$ cat src/pkg/ubfc_pkg.sv
// Purpose: Constants for the serial baud and framing control block.
// Assumes: 8-bit register port, one 250 MHz CPU clock.
// Notes: Offsets are byte addresses on the plain register port.
package ubfc_pkg;
   // Register offsets
   localparam logic [7:0] ADDR_SCS = 8'h00;
   localparam logic [7:0] ADDR_PCR = 8'h01;
   localparam logic [7:0] ADDR_TMODE = 8'h02;
   localparam logic [7:0] ADDR_TCTL = 8'h03;
   localparam logic [7:0] ADDR_TLOW = 8'h04;
   localparam logic [7:0] ADDR_THIGH = 8'h05;
   localparam logic [7:0] ADDR_IRQ_STAT = 8'h06;
   localparam logic [7:0] ADDR_IRQ_CLR = 8'h07;
   localparam logic [7:0] ADDR_IRQ_EN = 8'h08;
   // Control register fields
   localparam int SCS_MODE_HI = 7;
   localparam int SCS_RI = 0;
   localparam int SCS_TI = 1;
   localparam int SCS_RB8 = 2;
   // Power control fields
   localparam int PCR_BIT7_SEL = 6;
   localparam int PCR_DOUBLE = 7;
   // Timer fields
   localparam int TMODE_GATE = 7;
   localparam int TMODE_CNT = 6;
   localparam int TMODE_M_LO = 4;
   localparam int TCTL_RUN = 0;
   // Interrupt status bits
   localparam int IRQ_RX = 0;
   localparam int IRQ_TX = 1;
   localparam int IRQ_FE = 2;
   localparam int IRQ_TOVF = 3;
   localparam int IRQ_W = 4;
   // Reset values
   localparam logic [7:0] SCS_RST = 8'h00;
   localparam logic [7:0] PCR_RST = 8'h00;
   localparam logic [7:0] TMODE_RST = 8'h00;
   // Serial modes
   localparam logic [1:0] SMODE_SHIFT = 2'h0;
   localparam logic [1:0] SMODE_FIX9 = 2'h2;
   // Timer 1 running modes
   localparam logic [1:0] T1_MODE_13 = 2'h0;
   localparam logic [1:0] T1_MODE_16 = 2'h1;
   localparam logic [1:0] T1_MODE_RELOAD = 2'h2;
   // Timing: CPU clocks per machine cycle, oversampling factor
   localparam int MACH_DIV = 6;
   localparam logic [2:0] MACH_LAST = 3'(MACH_DIV - 1);
   localparam int OVS = 16;
   localparam logic [3:0] OVS_LAST = 4'(OVS - 1);
endpackage

$ cat src/pkg/ubfc_tmr_if.sv
// Purpose: Carrier between the register front end and timer 1.
// Assumes: Single clock domain.
// Notes: cnt is a one-cycle count enable.
`timescale 1ns/10ps
interface ubfc_tmr_if;
   logic [1:0] mode;
   logic cnt;
   logic wr_low;
   logic wr_high;
   logic [7:0] wdata;
   logic [7:0] low;
   logic [7:0] high;
   logic ovf;
   modport ctl (output mode, cnt, wr_low, wr_high, wdata,
      input low, high, ovf);
   modport tmr (input mode, cnt, wr_low, wr_high, wdata,
      output low, high, ovf);
endinterface

$ cat src/rtl/ubfc_timer1.sv
// Purpose: Timer 1 counter used as the baud source.
// Assumes: cnt already qualified by run, gate and timer/counter choice.
// Notes: Mode 3 holds the count; ovf is a one-cycle pulse.
`timescale 1ns/10ps
module ubfc_timer1 import ubfc_pkg::*; (
   // Clock and reset
   input wire logic ref_clk_in,
   input wire logic rst_in,
   // Front end
   ubfc_tmr_if.tmr t_if
);
   logic [7:0] low;
   logic [7:0] high;
   logic ovf;
   logic [7:0] next_low;
   logic [7:0] next_high;
   logic next_ovf;

   wire [12:0] c13 = {high, low[4:0]} + 13'h0001;
   wire [15:0] c16 = {high, low} + 16'h0001;
   wire [7:0] c8 = low + 8'h01;
   wire wrap13 = &{high, low[4:0]};
   wire wrap16 = &{high, low};
   wire wrap8 = &low;

   always_comb begin
      next_low = low;
      next_high = high;
      next_ovf = 1'b0;
      if (t_if.cnt) begin
         case (t_if.mode)
            T1_MODE_13: begin
               next_low = {low[7:5], c13[4:0]};
               next_high = c13[12:5];
               next_ovf = wrap13;
            end
            T1_MODE_16: begin
               next_low = c16[7:0];
               next_high = c16[15:8];
               next_ovf = wrap16;
            end
            T1_MODE_RELOAD: begin
               // High byte is left untouched by reload
               next_low = wrap8 ? high : c8;
               next_ovf = wrap8;
            end
            default: begin
               next_ovf = 1'b0;
            end
         endcase
      end
      if (t_if.wr_low) next_low = t_if.wdata;
      if (t_if.wr_high) next_high = t_if.wdata;
   end

   always_ff @(posedge ref_clk_in or posedge rst_in) begin
      if (rst_in) begin
         low <= 8'h00;
         high <= 8'h00;
         ovf <= 1'b0;
      end else begin
         low <= next_low;
         high <= next_high;
         ovf <= next_ovf;
      end
   end

   assign t_if.low = low;
   assign t_if.high = high;
   assign t_if.ovf = ovf;
endmodule

$ cat src/rtl/ubfc_top.sv
// Purpose: Baud selection and control/status of the serial port.
// Assumes: Frame engine on the same clock reports events as pulses.
// Notes: Timer pins are asynchronous and synchronised here.
`timescale 1ns/10ps
module ubfc_top import ubfc_pkg::*; (
   // Clock and reset
   input wire logic ref_clk_in,
   input wire logic rst_in,
   // Register port
   input wire logic [7:0] addr_in,
   input wire logic [7:0] wr_data_in,
   input wire logic wr_in,
   input wire logic rd_in,
   output logic [7:0] rd_data_out,
   // Frame engine events
   input wire logic rx_done_in,
   input wire logic rx_ninth_in,
   input wire logic rx_stop_bad_in,
   input wire logic tx_done_in,
   // Timer 1 pins
   input wire logic t1_count_pin_in,
   input wire logic t1_gate_pin_in,
   // Frame engine control
   output logic [1:0] mode_out,
   output logic multiproc_out,
   output logic rx_enable_out,
   output logic tx_ninth_bit_out,
   output logic rx_done_flag_out,
   output logic tx_done_flag_out,
   output logic sample_tick_out,
   output logic bit_tick_out,
   // Interrupt
   output logic irq_out
);
   ////////////////////////////////////////////////////////////////////
   // Registers
   logic [7:0] scs;
   logic fe;
   logic [7:0] pcr;
   logic [7:0] tmode;
   logic run;
   logic [IRQ_W-1:0] status;
   logic [IRQ_W-1:0] irq_en;
   logic [2:0] mach_cnt;
   logic mach_tick;
   logic half;
   logic [3:0] ovs_cnt;
   logic [1:0] cpin_sync;
   logic [1:0] gpin_sync;
   logic cpin_prev;

   ubfc_tmr_if t_if ();

   ubfc_timer1 u_timer1 (
      .ref_clk_in(ref_clk_in),
      .rst_in(rst_in),
      .t_if(t_if.tmr)
   );

   ////////////////////////////////////////////////////////////////////
   // Address decode
   wire wr_scs = wr_in && addr_in == ADDR_SCS;
   wire wr_pcr = wr_in && addr_in == ADDR_PCR;
   wire wr_tmode = wr_in && addr_in == ADDR_TMODE;
   wire wr_tctl = wr_in && addr_in == ADDR_TCTL;
   wire wr_clr = wr_in && addr_in == ADDR_IRQ_CLR;
   wire wr_en = wr_in && addr_in == ADDR_IRQ_EN;
   wire bit7_select = pcr[PCR_BIT7_SEL];
   wire baud_double = pcr[PCR_DOUBLE];
   wire [1:0] mode = {scs[SCS_MODE_HI], scs[SCS_MODE_HI-1]};

   ////////////////////////////////////////////////////////////////////
   // Control register update; hardware set wins over software write
   wire [IRQ_W-1:0] ev = {t_if.ovf, rx_stop_bad_in, tx_done_in,
      rx_done_in};
   logic [7:0] next_scs;
   logic next_fe;

   always_comb begin
      next_scs = scs;
      next_fe = fe;
      if (wr_scs) begin
         next_scs[6:0] = wr_data_in[6:0];
         // Bit 7 write reaches whichever bit is in view
         if (bit7_select) next_fe = wr_data_in[SCS_MODE_HI];
         else next_scs[SCS_MODE_HI] = wr_data_in[SCS_MODE_HI];
      end
      if (rx_done_in) begin
         next_scs[SCS_RI] = 1'b1;
         next_scs[SCS_RB8] = rx_ninth_in;
      end
      if (tx_done_in) next_scs[SCS_TI] = 1'b1;
      // Sticky until software writes it clear
      if (rx_stop_bad_in) next_fe = 1'b1;
   end

   always_ff @(posedge ref_clk_in or posedge rst_in) begin
      if (rst_in) begin
         scs <= SCS_RST;
         fe <= 1'b0;
      end else begin
         scs <= next_scs;
         fe <= next_fe;
      end
   end

   ////////////////////////////////////////////////////////////////////
   // Power control, timer mode and timer control
   always_ff @(posedge ref_clk_in or posedge rst_in) begin
      if (rst_in) begin
         pcr <= PCR_RST; // baud_double starts at 0
         tmode <= TMODE_RST;
         run <= 1'b0;
      end else begin
         if (wr_pcr) pcr <= wr_data_in;
         if (wr_tmode) tmode <= wr_data_in;
         if (wr_tctl) run <= wr_data_in[TCTL_RUN];
      end
   end

   ////////////////////////////////////////////////////////////////////
   // Interrupt status, clear and enable
   wire [IRQ_W-1:0] next_status =
      (status & ~(wr_clr ? wr_data_in[IRQ_W-1:0] : 4'h0)) | ev;

   always_ff @(posedge ref_clk_in or posedge rst_in) begin
      if (rst_in) begin
         status <= 4'h0;
         irq_en <= 4'h0;
         irq_out <= 1'b0;
      end else begin
         status <= next_status;
         if (wr_en) irq_en <= wr_data_in[IRQ_W-1:0];
         irq_out <= |(next_status & irq_en);
      end
   end

   ////////////////////////////////////////////////////////////////////
   // Machine cycle divider
   always_ff @(posedge ref_clk_in or posedge rst_in) begin
      if (rst_in) begin
         mach_cnt <= 3'h0;
         mach_tick <= 1'b0;
      end else begin
         mach_cnt <= (mach_cnt == MACH_LAST) ? 3'h0 : mach_cnt + 3'h1;
         mach_tick <= mach_cnt == MACH_LAST;
      end
   end

   ////////////////////////////////////////////////////////////////////
   // Timer 1 count enable; pins pass two flops first
   always_ff @(posedge ref_clk_in or posedge rst_in) begin
      if (rst_in) begin
         cpin_sync <= 2'h3;
         gpin_sync <= 2'h0;
         cpin_prev <= 1'b1;
      end else begin
         cpin_sync <= {cpin_sync[0], t1_count_pin_in};
         gpin_sync <= {gpin_sync[0], t1_gate_pin_in};
         if (mach_tick) cpin_prev <= cpin_sync[1];
      end
   end

   // Counter use sees a fall between two machine-cycle samples
   wire cpin_fall = mach_tick && cpin_prev && !cpin_sync[1];
   wire gate_ok = !tmode[TMODE_GATE] || gpin_sync[1];
   wire cnt_src = tmode[TMODE_CNT] ? cpin_fall : mach_tick;

   assign t_if.mode = tmode[TMODE_M_LO+1:TMODE_M_LO];
   assign t_if.cnt = run && gate_ok && cnt_src;
   assign t_if.wr_low = wr_in && addr_in == ADDR_TLOW;
   assign t_if.wr_high = wr_in && addr_in == ADDR_THIGH;
   assign t_if.wdata = wr_data_in;

   ////////////////////////////////////////////////////////////////////
   // Baud generation
   // Mode 2 feeds every clock, modes 1 and 3 feed timer overflows
   wire pre_src = (mode == SMODE_FIX9) ? 1'b1 : t_if.ovf;
   // Halving is skipped when doubled, giving /16 or /32
   wire pre_pass = pre_src && (baud_double || half);
   wire is_shift = mode == SMODE_SHIFT;

   always_ff @(posedge ref_clk_in or posedge rst_in) begin
      if (rst_in) begin
         half <= 1'b0;
         ovs_cnt <= 4'h0;
         sample_tick_out <= 1'b0;
         bit_tick_out <= 1'b0;
      end else begin
         if (pre_src) half <= ~half;
         if (pre_pass) ovs_cnt <= ovs_cnt + 4'h1;
         // Shift mode ignores timer and doubling
         sample_tick_out <= is_shift ? mach_tick : pre_pass;
         // One bit per 16 samples, so 192*count per bit, 96*count when doubled
         bit_tick_out <= is_shift ? mach_tick
            : (pre_pass && ovs_cnt == OVS_LAST);
      end
   end

   ////////////////////////////////////////////////////////////////////
   // Read path; data stand one cycle only
   wire [7:0] scs_view = {bit7_select ? fe : scs[SCS_MODE_HI],
      scs[6:0]};
   logic [7:0] rd_mux;

   always_comb begin
      case (addr_in)
         ADDR_SCS: rd_mux = scs_view;
         ADDR_PCR: rd_mux = pcr;
         ADDR_TMODE: rd_mux = tmode;
         ADDR_TCTL: rd_mux = {7'h00, run};
         ADDR_TLOW: rd_mux = t_if.low;
         ADDR_THIGH: rd_mux = t_if.high;
         ADDR_IRQ_STAT: rd_mux = {4'h0, status};
         ADDR_IRQ_EN: rd_mux = {4'h0, irq_en};
         default: rd_mux = 8'h00;
      endcase
   end

   always_ff @(posedge ref_clk_in or posedge rst_in) begin
      if (rst_in) rd_data_out <= 8'h00;
      else rd_data_out <= rd_in ? rd_mux : 8'h00;
   end

   ////////////////////////////////////////////////////////////////////
   // Control outputs
   assign mode_out = mode;
   assign multiproc_out = scs[5];
   assign rx_enable_out = scs[4];
   assign tx_ninth_bit_out = scs[3];
   assign rx_done_flag_out = scs[SCS_RI];
   assign tx_done_flag_out = scs[SCS_TI];
endmodule

$ cat config.mk
export PLATFORM = sky130hd
export DESIGN_NAME = ubfc_top
export DESIGN_NICKNAME = d
export VERILOG_FILES = /design/src/pkg/ubfc_pkg.sv /design/src/pkg/ubfc_tmr_if.sv /design/src/rtl/ubfc_timer1.sv /design/src/rtl/ubfc_top.sv
export SDC_FILE = /design/constraint.sdc
export NUM_CORES = 1
export LEC_CHECK = 0
export ABC_AREA = 1
export BUFFER_PORTS_ARGS = -buffer_cell sky130_fd_sc_hd__clkbuf_2
export CAP_MARGIN = 20
export CORE_ASPECT_RATIO = 0.6
export CORE_MARGIN = 1.5
export CORE_UTILIZATION = 45
export DETAILED_ROUTE_END_ITERATION = 7
export PLACE_DENSITY = 0.72
export SYNTH_ARGS = -nofsm -noshare
export SYNTH_HDL_FRONTEND = slang
export SYNTH_HIERARCHICAL = 1
export SYNTH_SLANG_ARGS = --single-unit
$ cat constraint.sdc
create_clock -name ref_clk_in -period 2 [get_ports ref_clk_in]
set_input_delay 0.1 -clock ref_clk_in [delete_from_list [all_inputs] [get_ports ref_clk_in]]
set_output_delay 0.1 -clock ref_clk_in [all_outputs]
set_load 0.05 [all_outputs]
==> run metrics, run 1 <==
synthesis-to-finish area growth 17.2%; Root Driver clkbuf_16; Final WS setup between 0.15 and 0.2 ns; placed wire-length estimate 8800 µm; Total GRT Usage 25.3%; post-route setup TNS 0 ns; placed cells slightly above 700; outcome finished clean; endpoints failing hold 0; crit end category flip-flop; nets@finish 655; drt wl/cell 15.9 µm; clk sinks 76; commonest cells after routing, fill and taps aside nand2_1, dfrtp_1, nand3_1; Final Wtd Congestion 0.991; Setup WS pre-CTS 0.157 ns; CP top delay family simple AND/OR/NAND/NOR gates; Longest Clk Path Bufs 2; initial antenna violation count 0; most frequent standard cell in the layout excluding fill and tap cells nand2_1; Synth cell types 34; Max Fclk 541 MHz; Layout Skew 0.00446 ns; Tightest Pin Transition 0.745 ns; Startpoint Class flip-flop; 1st-iter DRT viols 619; CTS clock-pin slew for the worst setup and hold paths 0.06 ns; Slowest Stage Delay on Critical Path 0.42 ns; Crit path buffers/inverters 1; die height between 70 and 80 µm; Mapped Area between 4000 and 5000 µm²; layout cells sized above 1 16.6%; Tmin final 1.85 ns; EDFF count, synth 0; register area share after synthesis between 40% and 50%; Worst-Skew Late Latency between 0.3 and 0.4 ns; Routed Antenna Nets 0; largest net degree at the start of global routing 27; syn_nets 597; synth warn 6; vias in the first global route 3842; Power Density 829 nW/µm²; setup violators final 0; Routed WL 11800 µm; CTS buffer count 9; crit share post-route 92.4%; Hold Path Stages 3; vias 4074; TritonRoute pass-1 iters 5; flop and latch count out of synthesis 76; most frequent CP cell nand3_1; Initial Util ~46%; RSZ-0062 raised after global routing no; critical path fanouts, max 8; async set or reset register ratio after synthesis 100%; wire length of the first global-routing pass about 20000 µm; synthesized area per cell 7.44 µm²; HP Class in2reg; VDD IR max about 0.5 mV; Core Rows 27; total gr overflow 0; Setup CP Type reg2reg; Via density 5.48; Cells after Synth 565; WP data required 2.22 ns; Crit. path cell count 9; Worst Path Arrival 2.06 ns; residual DRC count 0; CTS tree built; Slew Limit Fails 0; Slew HR around half; Core Area 9120 µm²; Post-Layout Cell Count 744; Leak 2.49 nW; Core Util, Final 54.0%; worst path cell trace inv_1 > ha_1 > nand2_1 > nor2_1 > nand3_1 > o21ai_2 > nand3_1 > nand3_1 > nand2_1; CP max-delay cell dfrtp_1; prevailing post-synth register cell dfrtp_1; Max Cap Viol 0; port bufs 43; full die area 9950 µm²; H-tree Lvls 3; die width 128 µm; r2r setup slk 0.15 ns; worst r2r path cells 9; ANT cells 0; Ports 44
-- where the power goes --
part | switching (mW) | internal (mW)
sequential | 0.137 | 1.66
clock | 0.666 | 0.972
combinational | 0.429 | 0.223
total | 1.23 | 2.85
-- through the flow --
step                      hold WS [ns]  power [mW]  area (µm²)
after floorplan                 0.0261        2.24        4200
after detailed placement         0.165        2.45        4580
after global placement           0.146        2.43        4580
after global routing            0.0115        4.27        4920
after CTS                      0.00611        4.10        4920
final                           0.0200        4.08        4920
-- cells in the mapped netlist, types with 2 or more instances --
library cell	n	area, µm²
a21oi_1	19	95.1
a21oi_2	3	26.3
a22oi_1	7	52.6
a31oi_1	2	12.5
buf_2	6	30.0
buf_4	2	15.0
clkbuf_1	2	7.51
dfrtp_1	73	1830
dfstp_2	3	78.8
ha_1	6	75.1
inv_1	64	240
inv_2	5	18.8
nand2_1	163	612
nand2_2	7	43.8
nand3_1	65	325
nand3_2	4	40.0
nand4_1	8	50.1
nor2_1	54	203
nor2_2	4	25.0
nor2_4	3	33.8
nor4_1	2	12.5
o21ai_0	26	130
o21ai_1	21	105
xnor2_1	3	26.3
xor2_1	4	35.0
-- path summary, 6_finish.rpt --
path / from / end
max in group asynchronous: rst_in / rd_data_out[0]$_DFF_PP0_
worst min register to register: cpin_sync[0]$_DFF_PP1_ / cpin_sync[1]$_DFF_PP1_
worst min-delay path: rx_stop_bad_in / fe$_DFFE_PP0P_
min in group asynchronous: rst_in / rd_data_out[4]$_DFF_PP0_
worst max-delay path: tmode[5]$_DFFE_PP0P_ / u_timer1/t_if.high[3]$_DFFE_PP0P_
worst max register to register: tmode[5]$_DFFE_PP0P_ / u_timer1/t_if.high[3]$_DFFE_PP0P_
-- per-layer routing --
layer	vias to the layer above	GRT usage, %	routed length [µm]
li1	1948	-	-
met1	1884	39.1	5610
met2	229	35.8	4830
met3	13	5.59	1250
met4	0	6.07	112
met5	-	0	0
-- tightest hold or removal path: stages --
cell and delay [ns]:
clkbuf_2 0.08, inv_1 0.06, nand3_1 0.08
-- final cells by class --
| type | count | area [µm²] |
|---|---|---|
| clock buffer | 9 | 225 |
| clock inverter | 7 | 75.1 |
| multi-input combinational | 409 | 1980 |
| inverter | 69 | 259 |
| tap | 116 | 145 |
| fill | 833 | 4200 |
| sequential | 76 | 1910 |
| timing repair buffer | 58 | 338 |
-- registers in the layout, indices dropped and copies added, names as in the netlist, 2 cells and up --
name / cells
mach_cnt: 3
cpin_sync: 2
u_timer1/t_if.high: 8
tmode: 8
pcr: 8
status: 4
ovs_cnt: 4
rd_data_out: 8
u_timer1/t_if.low: 8
scs: 8
gpin_sync: 2
irq_en: 4
-- timing repair --
| item | in CTS | in global routing |
|---|---|---|
| setup endpoints to repair | 0 | 7 |
| endpoints found under the hold margin | 41 | 0 |
| buffers inserted | 0 | 0 |
| gates resized for setup | 0 | 1 |
| hold buffers | 4 | 0 |
-- cells by family (layout without fill, tap and decap cells) --
logic type,after synthesis,after routing,synth area share [%]
buffers and inverters,80,143,7.68
DFF,76,76,45.3
adders and majority gates,6,6,1.79
xor gates and xnor gates,7,7,1.46
and+or+nand+nor,314,314,32.9
AOI/OAI and AO/OA,82,82,10.8
No activity file was read; power rests on OpenSTA's default activity.
==> run 2, diff against run 1 <==
Settings changed: CELL_PAD_IN_SITES_DETAIL_PLACEMENT set to 2, CELL_PAD_IN_SITES_GLOBAL_PLACEMENT set to 2, CORE_UTILIZATION 45 to 34, PLACE_DENSITY 0.72 to 0.87.
==> run 2 against run 1 <==
Against the previous run: first-iteration DRC count decreased by 63%; clock skew increased by 0.0057 ns; hold slack better by 0.045 ns; critical path type unchanged; cell count grew 6.7%; via count grew 6.1%; highest routed layer unchanged; setup slack got worse by 0.063 ns; register-to-register slack worse by 0.06 ns; combinational power rose by 13%; largest power group unchanged; critical path depth decreased by 1; utilization is 12 points lower; global-route usage grew 2.8 points; critical endpoint is now u_timer1/t_if.low[7]$_DFFE_PP0P_.
==> run metrics, run 2 (synthesis gave the netlist of run 1 again) <==
outcome finished clean; setup violators final 0; port bufs 43; Layout Skew 0.0101 ns; crit end category flip-flop; ANT cells 0; CTS tree built; Setup CP Type reg2reg; layout cells sized above 1 ~17%; Core Area ~12000 µm²; Total GRT Usage 28.2%; TritonRoute pass-1 iters 5; RSZ-0062 raised after global routing no; Leak 2.51 nW; H-tree Lvls 3; Worst Path Arrival between 2 and 2.5 ns; residual DRC count 0; placed wire-length estimate about 13000 µm; crit share post-route 95.5%; CTS clock-pin slew for the worst setup and hold paths about 0.07 ns; die width between 100 and 150 µm; Slew HR 47.6%; total gr overflow 0; full die area 13100 µm²; Final Wtd Congestion 0.913; Routed WL 17600 µm; HP Class in2reg; CTS buffer count 9; Initial Util 34.8%; wire length of the first global-routing pass around 27000 µm; Ports 44; initial antenna violation count 0; Tightest Pin Transition 0.785 ns; largest net degree at the start of global routing 33; drt wl/cell 22.2 µm; Root Driver clkbuf_16; Routed Antenna Nets 0; Slew Limit Fails 0; commonest cells after routing, fill and taps aside nand2_1, dfrtp_1, nand3_1; Core Util, Final 41.6%; Core Rows 31; post-route setup TNS 0 ns; Worst-Skew Late Latency approximately 0.35 ns; Longest Clk Path Bufs 2; VDD IR max 0.348 mV; area of the multi-input gates 1980 µm²; Max Cap Viol 0; Tmin final approximately 1.9 ns; Startpoint Class flip-flop; clk sinks 76; Fillers 1416; register area 1910 µm²; die height 89.1 µm; Max Fclk 523 MHz; vias 4323; endpoints failing hold 0; nets@finish about 660; 1st-iter DRT viols 230; Via density around 5.4; Final WS setup 0.0898 ns; synthesis-to-finish area growth 19.4%; most frequent standard cell in the layout excluding fill and tap cells nand2_1; vias in the first global route 4648; critical path fanouts, max 7; Power Density between 800 and 900 nW/µm²; Setup WS pre-CTS 0.125 ns; WP data required 2.22 ns
-- run 2: changes by cell type in the layout (fill, tap and decap cells not counted) --
| cell | delta |
|---|---|
| and2_1 | -1 |
| and2_2 | +1 |
| buf_12 | +1 |
| clkbuf_8 | +1 |
| clkinvlp_4 | -2 |
| inv_6 | +1 |
| nand3_2 | -1 |
| nand3_4 | +1 |
| nor2_1 | +1 |
| nor2_2 | -1 |
-- run 2: path summary, 6_finish.rpt --
path	startpoint	to	slack [ns]	depth (start not counted)
max	tmode[5]$_DFFE_PP0P_	u_timer1/t_if.low[7]$_DFFE_PP0P_	0.09	8
min	rx_stop_bad_in	fe$_DFFE_PP0P_	0.07	3
max reg2reg	tmode[5]$_DFFE_PP0P_	u_timer1/t_if.low[7]$_DFFE_PP0P_	0.09	8
min reg2reg	cpin_sync[0]$_DFF_PP1_	cpin_sync[1]$_DFF_PP1_	0.37	0
max in group asynchronous	rst_in	cpin_sync[1]$_DFF_PP1_	0.89	4
min in group asynchronous	rst_in	irq_out$_DFF_PP0_	0.42	3
-- run 2: layer usage --
layer,wire (µm),global-route usage (%),up-vias,share of wire [%]
li1,-,-,1939,-
met1,8080,36.8,2214,46
met2,7890,45.6,150,45
met3,1440,9.49,20,8.1
met4,231,6.98,0,1.3
met5,0,0,-,0
-- run 2: metrics by stage --
step                      hold WS, ns  power, mW  instance area, µm²  std cells
after floorplan                0.0261       2.24                4200        565
final                          0.0651       4.29                5020        794
after CTS                      0.0459       4.30                5010        794
after detailed placement        0.191       2.54                4660        774
after global placement          0.189       2.48                4660        774
after global routing           0.0490       4.47                5020        794
-- run 2: critical path, stage by stage (launching register included) --
cell and delay, ns:
dfrtp_1 0.42, inv_1 0.10, ha_1 0.30, inv_1 0.17
nand2_1 0.10, a31oi_1 0.35, inv_1 0.16, nor2_1 0.15
a21oi_2 0.05
-- run 2: final cells by class --
cell class / instances / area share (%)
Tap cell: 165 / 4.11
Sequential cell: 76 / 38.0
Timing Repair Buffer: 59 / 7.13
Clock inverter: 6 / 1.37
Multi-Input combinational cell: 409 / 39.5
Clock buffer: 10 / 4.76
Inverter: 69 / 5.16
-- run 2: timing repair --
item | CTS | global route
endpoints found under the setup margin | 0 | 2
buffers inserted | 0 | 0
resized for setup | 0 | 2
endpoints found under the hold margin | 46 | 0
hold buffers | 4 | 0
-- run 2: report_power, final --
group / leakage [nW] / switching [mW] / internal, mW
registers: 0.969 / 0.157 / 1.65
clock network: 0.150 / 0.726 / 1.01
logic: 1.39 / 0.507 / 0.228
total: 2.51 / 1.39 / 2.90
